$ cat src/verilog/bcs_clock_map.vh
`ifndef BCS_CLOCK_MAP_VH
`define BCS_CLOCK_MAP_VH
// byte register addresses
`define BCS_ADDR_IE1 8'h00
`define BCS_ADDR_IRQ_FLAG_REG_ONE 8'h02
`define BCS_ADDR_DCO 8'h56
`define BCS_ADDR_OSC 8'h57
`define BCS_ADDR_CSD 8'h58
// special function bits
`define BCS_FAULT_BIT 1
// frequency control fields
`define BCS_STEP_MSB 7
`define BCS_STEP_LSB 5
`define BCS_FRAC_MSB 4
`define BCS_FRAC_LSB 0
`define BCS_STEP_RST 3'h3
`define BCS_FRAC_RST 5'h00
`define BCS_STEP_MAX 3'h7
// oscillator control fields
`define BCS_SECOND_CRYSTAL_OFF_BIT 7
`define BCS_HIRANGE_BIT 6
`define BCS_ADIV_MSB 5
`define BCS_ADIV_LSB 4
`define BCS_SUPPLY_BIT 3
`define BCS_RSEL_MSB 2
`define BCS_RSEL_LSB 0
`define BCS_RSEL_RST 3'h4
`define BCS_SUPPLY_RST 1'b0
`define BCS_OSC_POR_RST 4'h0
// clock source / divider fields
`define BCS_MSEL_MSB 7
`define BCS_MSEL_LSB 6
`define BCS_MDIV_MSB 5
`define BCS_MDIV_LSB 4
`define BCS_PSEL_BIT 3
`define BCS_PDIV_MSB 2
`define BCS_PDIV_LSB 1
`define BCS_EXTB_BIT 0
`define BCS_CSD_RST 8'h00
// main source codes
`define BCS_MSEL_XT2 2'h2
`define BCS_MSEL_XT1 2'h3
// divider source indexes
`define BCS_SRC_RING 2'h0
`define BCS_SRC_XT2 2'h1
`define BCS_SRC_XT1 2'h2
// ring oscillator model
`define BCS_RING_HALF_BASE 8'd40
`define BCS_RING_FRAME 5'h1f
`define BCS_START_NS 1000
`define BCS_MCLK_MHZ 250
`endif

$ cat src/verilog/bcs_clk_div.v
`timescale 1ns/1ps
`default_nettype none
// source select, divide by 1/2/4/8 and gate, changes taken only while low
module bcs_clk_div (
	input wire mclk,
	input wire rst_b,
	input wire [2:0] src_in,
	input wire [1:0] src_sel,
	input wire [1:0] div_sel,
	input wire gate_off,
	output wire clk_out
);
	reg [2:0] src_d_ff;
	reg [1:0] act_sel_ff;
	reg [1:0] act_div_ff;
	reg [2:0] cnt_ff;
	reg out_ff;
	reg nxt_out;
	wire cur;
	wire rise;
	wire change;
	assign cur = src_in[act_sel_ff];
	assign rise = cur && !src_d_ff[act_sel_ff];
	assign change = (src_sel != act_sel_ff) || (div_sel != act_div_ff);
	always @* begin
		case (act_div_ff)
		2'h0: nxt_out = cur;
		2'h1: nxt_out = rise ? ~cnt_ff[0] : cnt_ff[0];
		2'h2: nxt_out = cnt_ff[1] ^ (rise && cnt_ff[0]);
		default: nxt_out = cnt_ff[2] ^ (rise && (cnt_ff[1:0] == 2'h3));
		endcase
	end
	always @(posedge mclk) begin
		if (!rst_b) begin
			src_d_ff <= 3'h0;
			act_sel_ff <= 2'h0;
			act_div_ff <= 2'h0;
			cnt_ff <= 3'h0;
			out_ff <= 1'b0;
		end else begin
			src_d_ff <= src_in;
			// switch only with output and new source both low
			if (change && !out_ff && !src_in[src_sel]) begin
				act_sel_ff <= src_sel;
				act_div_ff <= div_sel;
				cnt_ff <= 3'h0;
			end else if (!(gate_off && !out_ff)) begin
				// gating stops the clock in its low phase only
				if (rise)
					cnt_ff <= cnt_ff + 3'h1;
				out_ff <= nxt_out;
			end
		end
	end
	assign clk_out = out_ff;
endmodule // bcs_clk_div
`default_nettype wire

$ cat src/verilog/bcs_clock_ctrl.v
`timescale 1ns/1ps
`default_nettype none
`include "bcs_clock_map.vh"
module bcs_clock_ctrl #(
	parameter HAS_SECOND = 1,
	parameter START_CYC = ((`BCS_START_NS * `BCS_MCLK_MHZ) + 999) / 1000
) (
	input wire mclk,
	input wire rst_b,
	input wire por_rst_b,
	input wire [7:0] reg_addr,
	input wire [7:0] reg_wdata,
	input wire reg_wr,
	input wire reg_rd,
	output wire [7:0] reg_rdata,
	input wire cpu_clock_off,
	input wire sub_clock_off,
	input wire bias_gen_off,
	input wire lf_osc_off,
	input wire first_crystal_clk,
	input wire second_crystal_clk,
	input wire crystal_fault_signal,
	input wire nmi_accept,
	output wire main_clk,
	output wire peripheral_clk,
	output wire aux_clk,
	output wire ring_osc_clk,
	output wire first_crystal_en,
	output wire second_crystal_en,
	output wire bias_gen_en,
	output wire [2:0] bias_res_sel,
	output wire external_bias_sel,
	output wire osc_supply_range,
	output wire first_crystal_high_range,
	output wire osc_fault_flag,
	output wire nmi_req
);
	// pin synchronisers: crystal clocks and fault
	reg [2:0] sync1_ff;
	reg [2:0] sync2_ff;
	wire [2:0] pin_in;
	wire xt1_s;
	wire xt2_s;
	wire fault_s;
	assign pin_in = {crystal_fault_signal, second_crystal_clk,
		first_crystal_clk};
	genvar gi;
	generate
		for (gi = 0; gi < 3; gi = gi + 1) begin : g_sync
			always @(posedge mclk) begin
				if (!rst_b) begin
					sync1_ff[gi] <= 1'b0;
					sync2_ff[gi] <= 1'b0;
				end else begin
					sync1_ff[gi] <= pin_in[gi];
					sync2_ff[gi] <= sync1_ff[gi];
				end
			end
		end
	endgenerate
	assign xt1_s = sync2_ff[0];
	assign xt2_s = sync2_ff[1];
	assign fault_s = sync2_ff[2];

	// registers
	reg [2:0] step_ff;
	reg [4:0] frac_ff;
	reg [2:0] rsel_ff;
	reg supply_ff;
	reg xt2_off_ff;
	reg hi_range_ff;
	reg [1:0] adiv_ff;
	reg [7:0] csd_ff;
	reg fault_en_ff;
	reg [7:0] rdata_ff;
	reg [7:0] nxt_rdata;

	function hit;
		input [7:0] a;
		input [7:0] target;
		begin
			hit = (a == target);
		end
	endfunction

	wire wr_dco;
	wire wr_osc;
	wire wr_csd;
	wire wr_ie1;
	// byte-wide port only; no word access exists here
	assign wr_dco = reg_wr && hit(reg_addr, `BCS_ADDR_DCO);
	assign wr_osc = reg_wr && hit(reg_addr, `BCS_ADDR_OSC);
	assign wr_csd = reg_wr && hit(reg_addr, `BCS_ADDR_CSD);
	assign wr_ie1 = reg_wr && hit(reg_addr, `BCS_ADDR_IE1);

	// cleared by power-up clear
	always @(posedge mclk) begin
		if (!rst_b) begin
			step_ff <= `BCS_STEP_RST;
			frac_ff <= `BCS_FRAC_RST;
			rsel_ff <= `BCS_RSEL_RST;
			supply_ff <= `BCS_SUPPLY_RST;
			csd_ff <= `BCS_CSD_RST;
		end else begin
			if (wr_dco) begin
				step_ff <= reg_wdata[`BCS_STEP_MSB:`BCS_STEP_LSB];
				frac_ff <= reg_wdata[`BCS_FRAC_MSB:`BCS_FRAC_LSB];
			end
			if (wr_osc) begin
				rsel_ff <= reg_wdata[`BCS_RSEL_MSB:`BCS_RSEL_LSB];
				supply_ff <= reg_wdata[`BCS_SUPPLY_BIT];
			end
			if (wr_csd)
				csd_ff <= reg_wdata;
		end
	end

	// only power-on reset clears these, watchdog clear keeps them
	always @(posedge mclk) begin
		if (!por_rst_b) begin
			{xt2_off_ff, hi_range_ff, adiv_ff} <= `BCS_OSC_POR_RST;
		end else if (wr_osc) begin
			xt2_off_ff <= reg_wdata[`BCS_SECOND_CRYSTAL_OFF_BIT];
			hi_range_ff <= reg_wdata[`BCS_HIRANGE_BIT];
			adiv_ff <= reg_wdata[`BCS_ADIV_MSB:`BCS_ADIV_LSB];
		end
	end

	// accept clears the enable even against a same-cycle write
	always @(posedge mclk) begin
		if (!rst_b)
			fault_en_ff <= 1'b0;
		else if (nmi_accept)
			fault_en_ff <= 1'b0;
		else if (wr_ie1)
			fault_en_ff <= reg_wdata[`BCS_FAULT_BIT];
	end

	always @* begin
		nxt_rdata = 8'h00;
		if (hit(reg_addr, `BCS_ADDR_DCO))
			nxt_rdata = {step_ff, frac_ff};
		else if (hit(reg_addr, `BCS_ADDR_OSC))
			nxt_rdata = {xt2_off_ff, hi_range_ff, adiv_ff, supply_ff,
				rsel_ff};
		else if (hit(reg_addr, `BCS_ADDR_CSD))
			nxt_rdata = csd_ff;
		else if (hit(reg_addr, `BCS_ADDR_IE1))
			nxt_rdata[`BCS_FAULT_BIT] = fault_en_ff;
		else if (hit(reg_addr, `BCS_ADDR_IRQ_FLAG_REG_ONE))
			nxt_rdata[`BCS_FAULT_BIT] = fault_s;
	end
	always @(posedge mclk) begin
		if (!rst_b)
			rdata_ff <= 8'h00;
		else if (reg_rd)
			rdata_ff <= nxt_rdata;
	end
	assign reg_rdata = rdata_ff;

	// field decode
	wire [1:0] msel;
	wire [1:0] mdiv;
	wire psel;
	wire [1:0] pdiv;
	assign msel = csd_ff[`BCS_MSEL_MSB:`BCS_MSEL_LSB];
	assign mdiv = csd_ff[`BCS_MDIV_MSB:`BCS_MDIV_LSB];
	assign psel = csd_ff[`BCS_PSEL_BIT];
	assign pdiv = csd_ff[`BCS_PDIV_MSB:`BCS_PDIV_LSB];

	// a gated clock does not hold the ring oscillator alive; a crystal source stays enabled
	wire main_ring;
	wire per_ring;
	wire ring_need;
	wire main_xt1;
	wire main_xt2;
	wire per_xt1;
	wire per_xt2;
	assign main_ring = !cpu_clock_off && !msel[1];
	assign per_ring = !sub_clock_off && !psel;
	assign ring_need = main_ring || per_ring;
	assign main_xt2 = (msel == `BCS_MSEL_XT2);
	assign main_xt1 = (msel == `BCS_MSEL_XT1);
	assign per_xt2 = psel && (HAS_SECOND != 0);
	assign per_xt1 = psel && (HAS_SECOND == 0);

	assign bias_gen_en = !bias_gen_off || ring_need;
	assign first_crystal_en = !lf_osc_off || main_xt1 || per_xt1;
	assign second_crystal_en = (HAS_SECOND != 0) &&
		(!xt2_off_ff || main_xt2 || per_xt2);
	assign bias_res_sel = rsel_ff;
	assign external_bias_sel = csd_ff[`BCS_EXTB_BIT];
	assign osc_supply_range = supply_ff;
	assign first_crystal_high_range = hi_range_ff;
	assign osc_fault_flag = fault_s;
	assign nmi_req = fault_s && fault_en_ff;

	wire ring_clk;
	wire ring_ready;
	bcs_ring_osc #(
		.START_CYC(START_CYC)
	) u_ring (
		.mclk(mclk),
		.rst_b(rst_b),
		.run(ring_need),
		.bias_on(bias_gen_en),
		.step(step_ff),
		.frac(frac_ff),
		.rsel(rsel_ff),
		.ring_clk(ring_clk),
		.ready(ring_ready)
	);
	assign ring_osc_clk = ring_clk;

	// source vector indexed by BCS_SRC_* codes
	wire [2:0] srcs;
	wire [1:0] main_idx;
	wire [1:0] per_idx;
	wire per_x_sel;
	assign srcs = {xt1_s, xt2_s, ring_clk};
	assign main_idx = main_xt1 ? `BCS_SRC_XT1 :
		main_xt2 ? `BCS_SRC_XT2 : `BCS_SRC_RING;
	assign per_x_sel = (HAS_SECOND != 0);
	assign per_idx = !psel ? `BCS_SRC_RING :
		per_x_sel ? `BCS_SRC_XT2 : `BCS_SRC_XT1;

	bcs_clk_div u_main (
		.mclk(mclk),
		.rst_b(rst_b),
		.src_in(srcs),
		.src_sel(main_idx),
		.div_sel(mdiv),
		.gate_off(cpu_clock_off),
		.clk_out(main_clk)
	);
	bcs_clk_div u_per (
		.mclk(mclk),
		.rst_b(rst_b),
		.src_in(srcs),
		.src_sel(per_idx),
		.div_sel(pdiv),
		.gate_off(sub_clock_off),
		.clk_out(peripheral_clk)
	);
	bcs_clk_div u_aux (
		.mclk(mclk),
		.rst_b(rst_b),
		.src_in(srcs),
		.src_sel(`BCS_SRC_XT1),
		.div_sel(adiv_ff),
		.gate_off(1'b0),
		.clk_out(aux_clk)
	);
endmodule // bcs_clock_ctrl
`default_nettype wire

$ cat src/verilog/bcs_ring_osc.v
`timescale 1ns/1ps
`default_nettype none
`include "bcs_clock_map.vh"
// digital model of the ring oscillator with its 32-cycle modulator
module bcs_ring_osc #(
	parameter START_CYC = ((`BCS_START_NS * `BCS_MCLK_MHZ) + 999) / 1000
) (
	input wire mclk,
	input wire rst_b,
	input wire run,
	input wire bias_on,
	input wire [2:0] step,
	input wire [4:0] frac,
	input wire [2:0] rsel,
	output wire ring_clk,
	output wire ready
);
	reg [9:0] start_cnt_ff;
	reg ready_ff;
	reg ring_ff;
	reg [7:0] half_cnt_ff;
	reg [4:0] frame_ff;
	wire use_up;
	wire [2:0] step_eff;
	wire [7:0] half_len;
	// output starts only after bias has settled
	always @(posedge mclk) begin
		if (!rst_b || !bias_on) begin
			start_cnt_ff <= 10'h000;
			ready_ff <= 1'b0;
		end else if (!ready_ff) begin
			if (start_cnt_ff == START_CYC[9:0] - 10'h001)
				ready_ff <= 1'b1;
			start_cnt_ff <= start_cnt_ff + 10'h001;
		end
	end
	// no higher step above seven
	assign use_up = (frame_ff < frac) && (step != `BCS_STEP_MAX);
	assign step_eff = use_up ? step + 3'h1 : step;
	assign half_len = `BCS_RING_HALF_BASE - {5'h00, rsel} -
		{5'h00, step_eff};
	always @(posedge mclk) begin
		if (!rst_b || !run || !ready_ff) begin
			ring_ff <= 1'b0;
			half_cnt_ff <= 8'h00;
			frame_ff <= 5'h00;
		end else if (half_cnt_ff >= half_len - 8'h01) begin
			half_cnt_ff <= 8'h00;
			ring_ff <= ~ring_ff;
			if (ring_ff)
				frame_ff <= frame_ff + 5'h01;
		end else begin
			half_cnt_ff <= half_cnt_ff + 8'h01;
		end
	end
	assign ring_clk = ring_ff;
	assign ready = ready_ff;
endmodule // bcs_ring_osc
`default_nettype wire
$ cat config.mk
export PLATFORM = sky130hd
export DESIGN_NAME = bcs_clock_ctrl
export DESIGN_NICKNAME = d
export VERILOG_FILES = /design/src/verilog/bcs_clk_div.v /design/src/verilog/bcs_clock_ctrl.v /design/src/verilog/bcs_ring_osc.v
export VERILOG_INCLUDE_DIRS = /design/src /design/src/verilog
export SDC_FILE = /design/constraint.sdc
export NUM_CORES = 1
export LEC_CHECK = 0
export BUFFER_PORTS_ARGS = -buffer_cell sky130_fd_sc_hd__buf_2
export CAP_MARGIN = 30
export CORE_AREA = 2 2 96 98
export CTS_CLUSTER_SIZE = 24
export DETAILED_ROUTE_END_ITERATION = 7
export DIE_AREA = 0 0 98 100
export HOLD_SLACK_MARGIN = 0.05
export PLACE_DENSITY = 0.74
export REMOVE_ABC_BUFFERS = 1
export SLEW_MARGIN = 30
export SYNTH_ARGS = -nofsm -noshare
export SYNTH_HDL_FRONTEND = slang
export SYNTH_SLANG_ARGS = --single-unit
$ cat constraint.sdc
create_clock -name mclk -period 5.2 [get_ports mclk]
set_input_delay 0.26 -clock mclk [delete_from_list [all_inputs] [get_ports mclk]]
set_output_delay 0.26 -clock mclk [all_outputs]
set_load 0.01 [all_outputs]
## Yosys cells after proc, flatten, opt, wreduce, memory -nomap -nowiden

Cells that the tools add are included.

- Add/subtract/negate cells: 10
- Order comparisons: 7
- Eq/ne operators: 22
- Mux-type cells: 35
- Bitwise gates (word level): 16
- Reduce and logical (&&, ||, !) cells: 70

Operators with widths:

| cell | number |
|---|---|
| logical AND 1 bit | 25 |
| == test 8 x 7 -> 1 bit (second input constant) | 3 |
| 2-to-1 mux 1 bit | 21 |
| zero test 1 bit | 20 |
| == test 2 bit (second input constant) | 8 |
| 2-to-1 mux 8 bit | 2 |
| adder 3 x 1 -> 3 bit (second input constant) | 4 |
| binary-select mux 1 bit (select 2 bit) | 6 |
| less-than comparator 2 x 3 -> 1 bit (second input constant) | 4 |
| logical OR 1 bit | 11 |
| adder 10 x 1 -> 10 bit (second input constant) | 1 |
| == test 10 x 8 -> 1 bit (second input constant) | 1 |
| inverter 1 bit | 10 |
| AND reduction 2 bit | 5 |
| OR reduction 2 bit | 5 |
| case mux 1 bit (3 select lines) | 3 |
| adder 8 x 1 -> 8 bit (second input constant) | 1 |
| == test 8 x 2 -> 1 bit (second input constant) | 1 |
| greater-or-equal comparator 8 bit | 1 |
| zero test 8 bit | 1 |
| inequality test 2 bit | 4 |
| subtractor 8 x 1 -> 8 bit (second input constant) | 1 |
| subtractor 8 x 3 -> 8 bit | 1 |
| subtractor 6 x 3 -> 7 bit (first input constant) | 1 |
| other kinds (11) | 20 |

- Register bits after elaboration: 90
- Input bits: 29
- Output and inout port bits: 23
- Logic and storage cells: 194

## Logic depth before layout (Yosys ltp)

- Word-level depth: 9
- Gate-level depth with buffers: 20

## By module

A second synthesis with hierarchy kept.

- Cell total of the unflattened synthesis: 564
- Area, all modules: 5392.7 um^2

Modules (own cells, without submodules):

| module | instances | cells each | area each (um^2) | seq. area each (um^2) |
|---|---|---|---|---|
| bcs_clk_div | 3 | 69 | 691.9 | 220.2 |
| bcs_clock_ctrl | 1 | 174 | 1756.7 | 780.7 |
| bcs_ring_osc | 1 | 183 | 1560.2 | 500.5 |

## Worst setup path before layout

OpenSTA, ideal clock, no wires.

- Kind: register to register
- From: reg step_ff[0]
- To: reg u_ring.half_cnt_ff[2]
- Library setup time: 64 ps
- Arrival: 3520 ps
- Data required time: 5136 ps
- Path slack: 1615 ps
- Cell stages (with the launch flop): 19
- Path buffers: 2
- Period minus slack after synthesis: 3585 ps
- Cell sequence: dfxtp_1 ha_1 ha_1 or2_2 clkbuf_1 or3_1 o21ai_0 a311oi_1 ha_1 a21oi_1 nor2_1 nor3_1 ha_1 a2111oi_0 nand2_1 a21oi_1 buf_2 nand2_1 nor2_1

- Cells in the longest elaborated chain, start to end: 7
- Elaborated cells on any way between the ends: 8
- Classes of those cells: add/sub (3); order compare (1); eq/ne (1); mux (1); reduce/logical (2)

RTL lines:

| element | RTL line | RTL |
|---|---|---|
| start, declared | bcs_clock_ctrl.v:66 | `reg [2:0] step_ff;` |
| start signal, assigned | bcs_clock_ctrl.v:99 | `` step_ff <= `BCS_STEP_RST; `` |
| start signal, assigned | bcs_clock_ctrl.v:106 | `` step_ff <= reg_wdata[`BCS_STEP_MSB:`BCS_STEP_LSB]; `` |
| parallel branches: the longest is 2 deep, another holds adder 3 x 1 -> 3 bit | n/a |  |
| 2-to-1 mux 3 bit (*) | bcs_ring_osc.v:39 | `assign step_eff = use_up ? step + 3'h1 : step;` |
| subtractor 8 x 3 -> 8 bit (no source line) (*) | n/a |  |
| subtractor 8 x 1 -> 8 bit (*) | bcs_ring_osc.v:47 | `end else if (half_cnt_ff >= half_len - 8'h01) begin` |
| greater-or-equal comparator 8 bit (*) | bcs_ring_osc.v:47 |  |
| OR reduction 2 bit (no source line) (*) | n/a |  |
| end signal, assigned | bcs_ring_osc.v:53 | `half_cnt_ff <= half_cnt_ff + 8'h01;` |
| end, declared | bcs_ring_osc.v:21 | `reg [7:0] half_cnt_ff;` |

Every way passes the cells marked *.
A chain may end at the register's enable or synchronous reset.

## Final worst setup path

- From: reg step_ff[0]
- To: reg u_ring.half_cnt_ff[4]

Same word-level chain as after synthesis.

==> impl_metrics.yaml <==
run_status:
  status: "finished, final reports clean"
global_routing:
  antenna_found_initial: 0
  grt_max_degree: 54
  grt_pass1_vias: 3408
  grt_pass1_wl_mm: 15.7
  gr-usage-all-layers_pct: 19.5
  grt_overflow: 0
sta:
  fin_crit_sh_pct: 83.0
  setup_viol_count_final: 0
  tightestPinTransition_ns: 0.774
  rsz0062_at_grt: "false"
  drv_slew: 0
  min_period_ns: 4.32
  clock_skew_ns: 0.0128
  slew_headroom_pct: 48.4
  fin_setup_tns_ns: 0
  clock.fmax_ghz: 0.232
  finalHoldViolations: 0
run:
  max_cap_viol_count: 0
yosys:
  synth_top_cell_area_share_pct: 38.3
  ys_warn_count: 0
  netlist_area_um2: 4650
  synthCells: 504
  synth_edf_count: 0
  ys_top_cells_by_area: "dfxtp_1 (38%), mux2i_1 (7.8%), ha_1 (7.0%)"
  yosys.area.top_type: "dfxtp_1"
  synth_most_common_cell: "dfxtp_1"
  async_flop_share_pct: 0
  ys_types: 66
  synth_common_cells: "dfxtp_1 (89), nand2_1 (39), mux2i_1 (36), nor2_1 (35), nor2b_1 (33)"
  synth_flop_cell: "dfxtp_1"
  syn_avg_cell_area_um2: 9.23
  ys_ff_latch: 89
  yosysSeqAreaShare_pct: 38.3
worst_setup_path:
  crit_path_end: "u_ring.half_cnt_ff[4]"
  r2r_cells: 16
  required_ns: 5.49
  cp_data_arrival_time_ns: 4.61
  path_class: "flip-flop to flip-flop"
  r2r-end: "u_ring.half_cnt_ff[4]"
  start_kind: "flip-flop"
  worstPathMaxFanout: 13
  crit_path_end_kind: "flip-flop"
  reg2reg_from: "step_ff[0]"
  worstSetupStartpoint: "step_ff[0]"
  r2r_setup_slack_ns: 0.88
layout:
  fillCellCount: 788
  antenna_cells: 0
  area_growth_pct: 13.1
  nets: 608
  drive_above_1_share_pct: 15.3
  utilization_pct: 59.2
  multi_input_area_um2: 2740
  seq_area_um2: 1780
cts:
  clk_latency_ns: 0.36
  htreeDepth: 3
  cts_tree: "done"
  cts_buffer_depth: 2
  cts_resized: 0
  root_buffer: "clkbuf_8"
  cts_buffers: 9
  cts.sinks: 89
  cts.clk_slew.worst_paths_ns: 0.10
die:
  rows: 35
  dieArea_um2: 9800
  die_w_um: 98
  core_region_area_um2: 8890
  die_height_um: 100
  io_pins: 52
  initial_core_util_pct: 52.3
power_and_ir_drop:
  power_density_nw_per_um2: 262
  peakVddDrop_mv: 0.141
  p_leak_nw: 2.33
  finalPower_mw: 1.38
routing:
  drt_iter0_drc: 146
  drtPass1Iterations: 5
  post-route-drc-count: 0
  wire_per_inst_um: 14.0
  wirelength_mm: 9.37
  vias: 3635
  ant_nets: 0
  viasPerCell: 5.44
placed_design:
  place_congestion: 0.844
  io_buffers: 51
  dp.final_hpwl_mm: 6.90
min_path:
  hold_class: "input pin to flip-flop"
-- layout make-up --
type | instances | share of cell area, %
timing repair buffer | 54 | 5.33
tap | 111 | 2.64
sequential | 89 | 33.9
inverter | 15 | 1.07
multi-input combinational | 383 | 52.0
clock inverter | 7 | 2.69
clock buffer | 9 | 2.36
-- metal layers --
metal  global-route usage (%)  vias to the layer above  part of all wire (%)
met5                        0                        -                     0
met4                     8.65                        0                   2.1
met3                     3.41                       15                   4.1
met2                     30.8                       66                    46
met1                     26.3                     1700                    48
li1                         -                     1854                     -
-- worst min-delay path by stage --
stage	cells after the start	startpoint	to
floorplan	1	rst_b	bias_res_sel[2]
global placement	1	sync1_ff[2]	osc_fault_flag
detailed placement	1	sync1_ff[0]	xt1_s
CTS	2	crystal_fault_signal	sync1_ff[2]
global route	2	crystal_fault_signal	sync1_ff[2]
finish	2	crystal_fault_signal	sync1_ff[2]
-- worst max-delay path: stages (launching register included) --
cell       delay [ns]
dfxtp_1          0.39
ha_1             0.25
ha_1             0.17
or2_2            0.32
or3_1            0.33
o21ai_0          0.17
a311oi_1         0.09
ha_1             0.23
a21oi_1          0.15
nor2_1           0.07
nor3_1           0.21
ha_1             0.30
a2111oi_0        0.41
nand2_1          0.09
a21oi_1          0.62
nand2_1          0.28
nor2_1           0.16
-- power by group --
part | total (mW) | switching (mW) | internal [mW]
Combinational | 0.0646 | 0.0366 | 0.0280
Sequential | 0.692 | 0.00549 | 0.687
Clock | 0.620 | 0.251 | 0.369
-- cells by family (layout without fill, tap and decap cells) --
group                    after synthesis  in the layout  share of synthesized area, %
AO/OA/AOI/OAI                         84             84                          11.9
buffers and inverters                 32             85                          2.83
adder cells (fa/ha/maj)               27             27                          7.43
other                                  1              1                        0.0807
XOR/XNOR                              36             36                          6.78
multiplexers                          40             40                          9.04
AND/OR/NAND/NOR                      195            195                          23.6
flip-flops                            89             89                          38.3
-- per-stage QoR --
step	instances	hold slack [ns]	area, um2	worst slack, ns
final	668	0.103	5260	0.884
after global routing	668	0.0992	5260	0.472
after CTS	668	0.0927	5260	0.878
after detailed placement	651	0.427	4980	0.908
after global placement	651	0.419	4980	1.14
after floorplan	487	0.322	4570	1.52
-- timing repair --
item                      CTS  global route
hold endpoints to repair    1             0
hold buffers                1             0
setup buffers               0             0
-- sequential cells by signal, indices dropped and copies added (netlist names), 3 cells and up --
signal and count:
bias_res_sel 3, csd_ff 8, frac_ff 5, reg_rdata 8, step_ff 3, sync1_ff 3
u_aux.cnt_ff 3, u_main.cnt_ff 3, u_per.cnt_ff 3, u_per.src_d_ff 3, u_ring.frame_ff 5, u_ring.half_cnt_ff 8
u_ring.start_cnt_ff 10
-- cell usage in the layout, fill, tap and decap left out, types with 7 or more instances in the layout --
| cell | count |
|---|---|
| dfxtp_1 | 89 |
| nor2_1 | 35 |
| xnor2_1 | 16 |
| a21oi_1 | 16 |
| nor2b_1 | 33 |
| inv_1 | 15 |
| xor2_1 | 20 |
| buf_2 | 51 |
| nand2b_1 | 8 |
| mux2i_1 | 36 |
| clkbuf_8 | 9 |
| o21ai_0 | 32 |
| and2_1 | 12 |
| nor3_1 | 8 |
| a22o_1 | 7 |
| nand3_1 | 13 |
| ha_1 | 26 |
| nand2_1 | 39 |
Power figures use the tool's default switching activity.
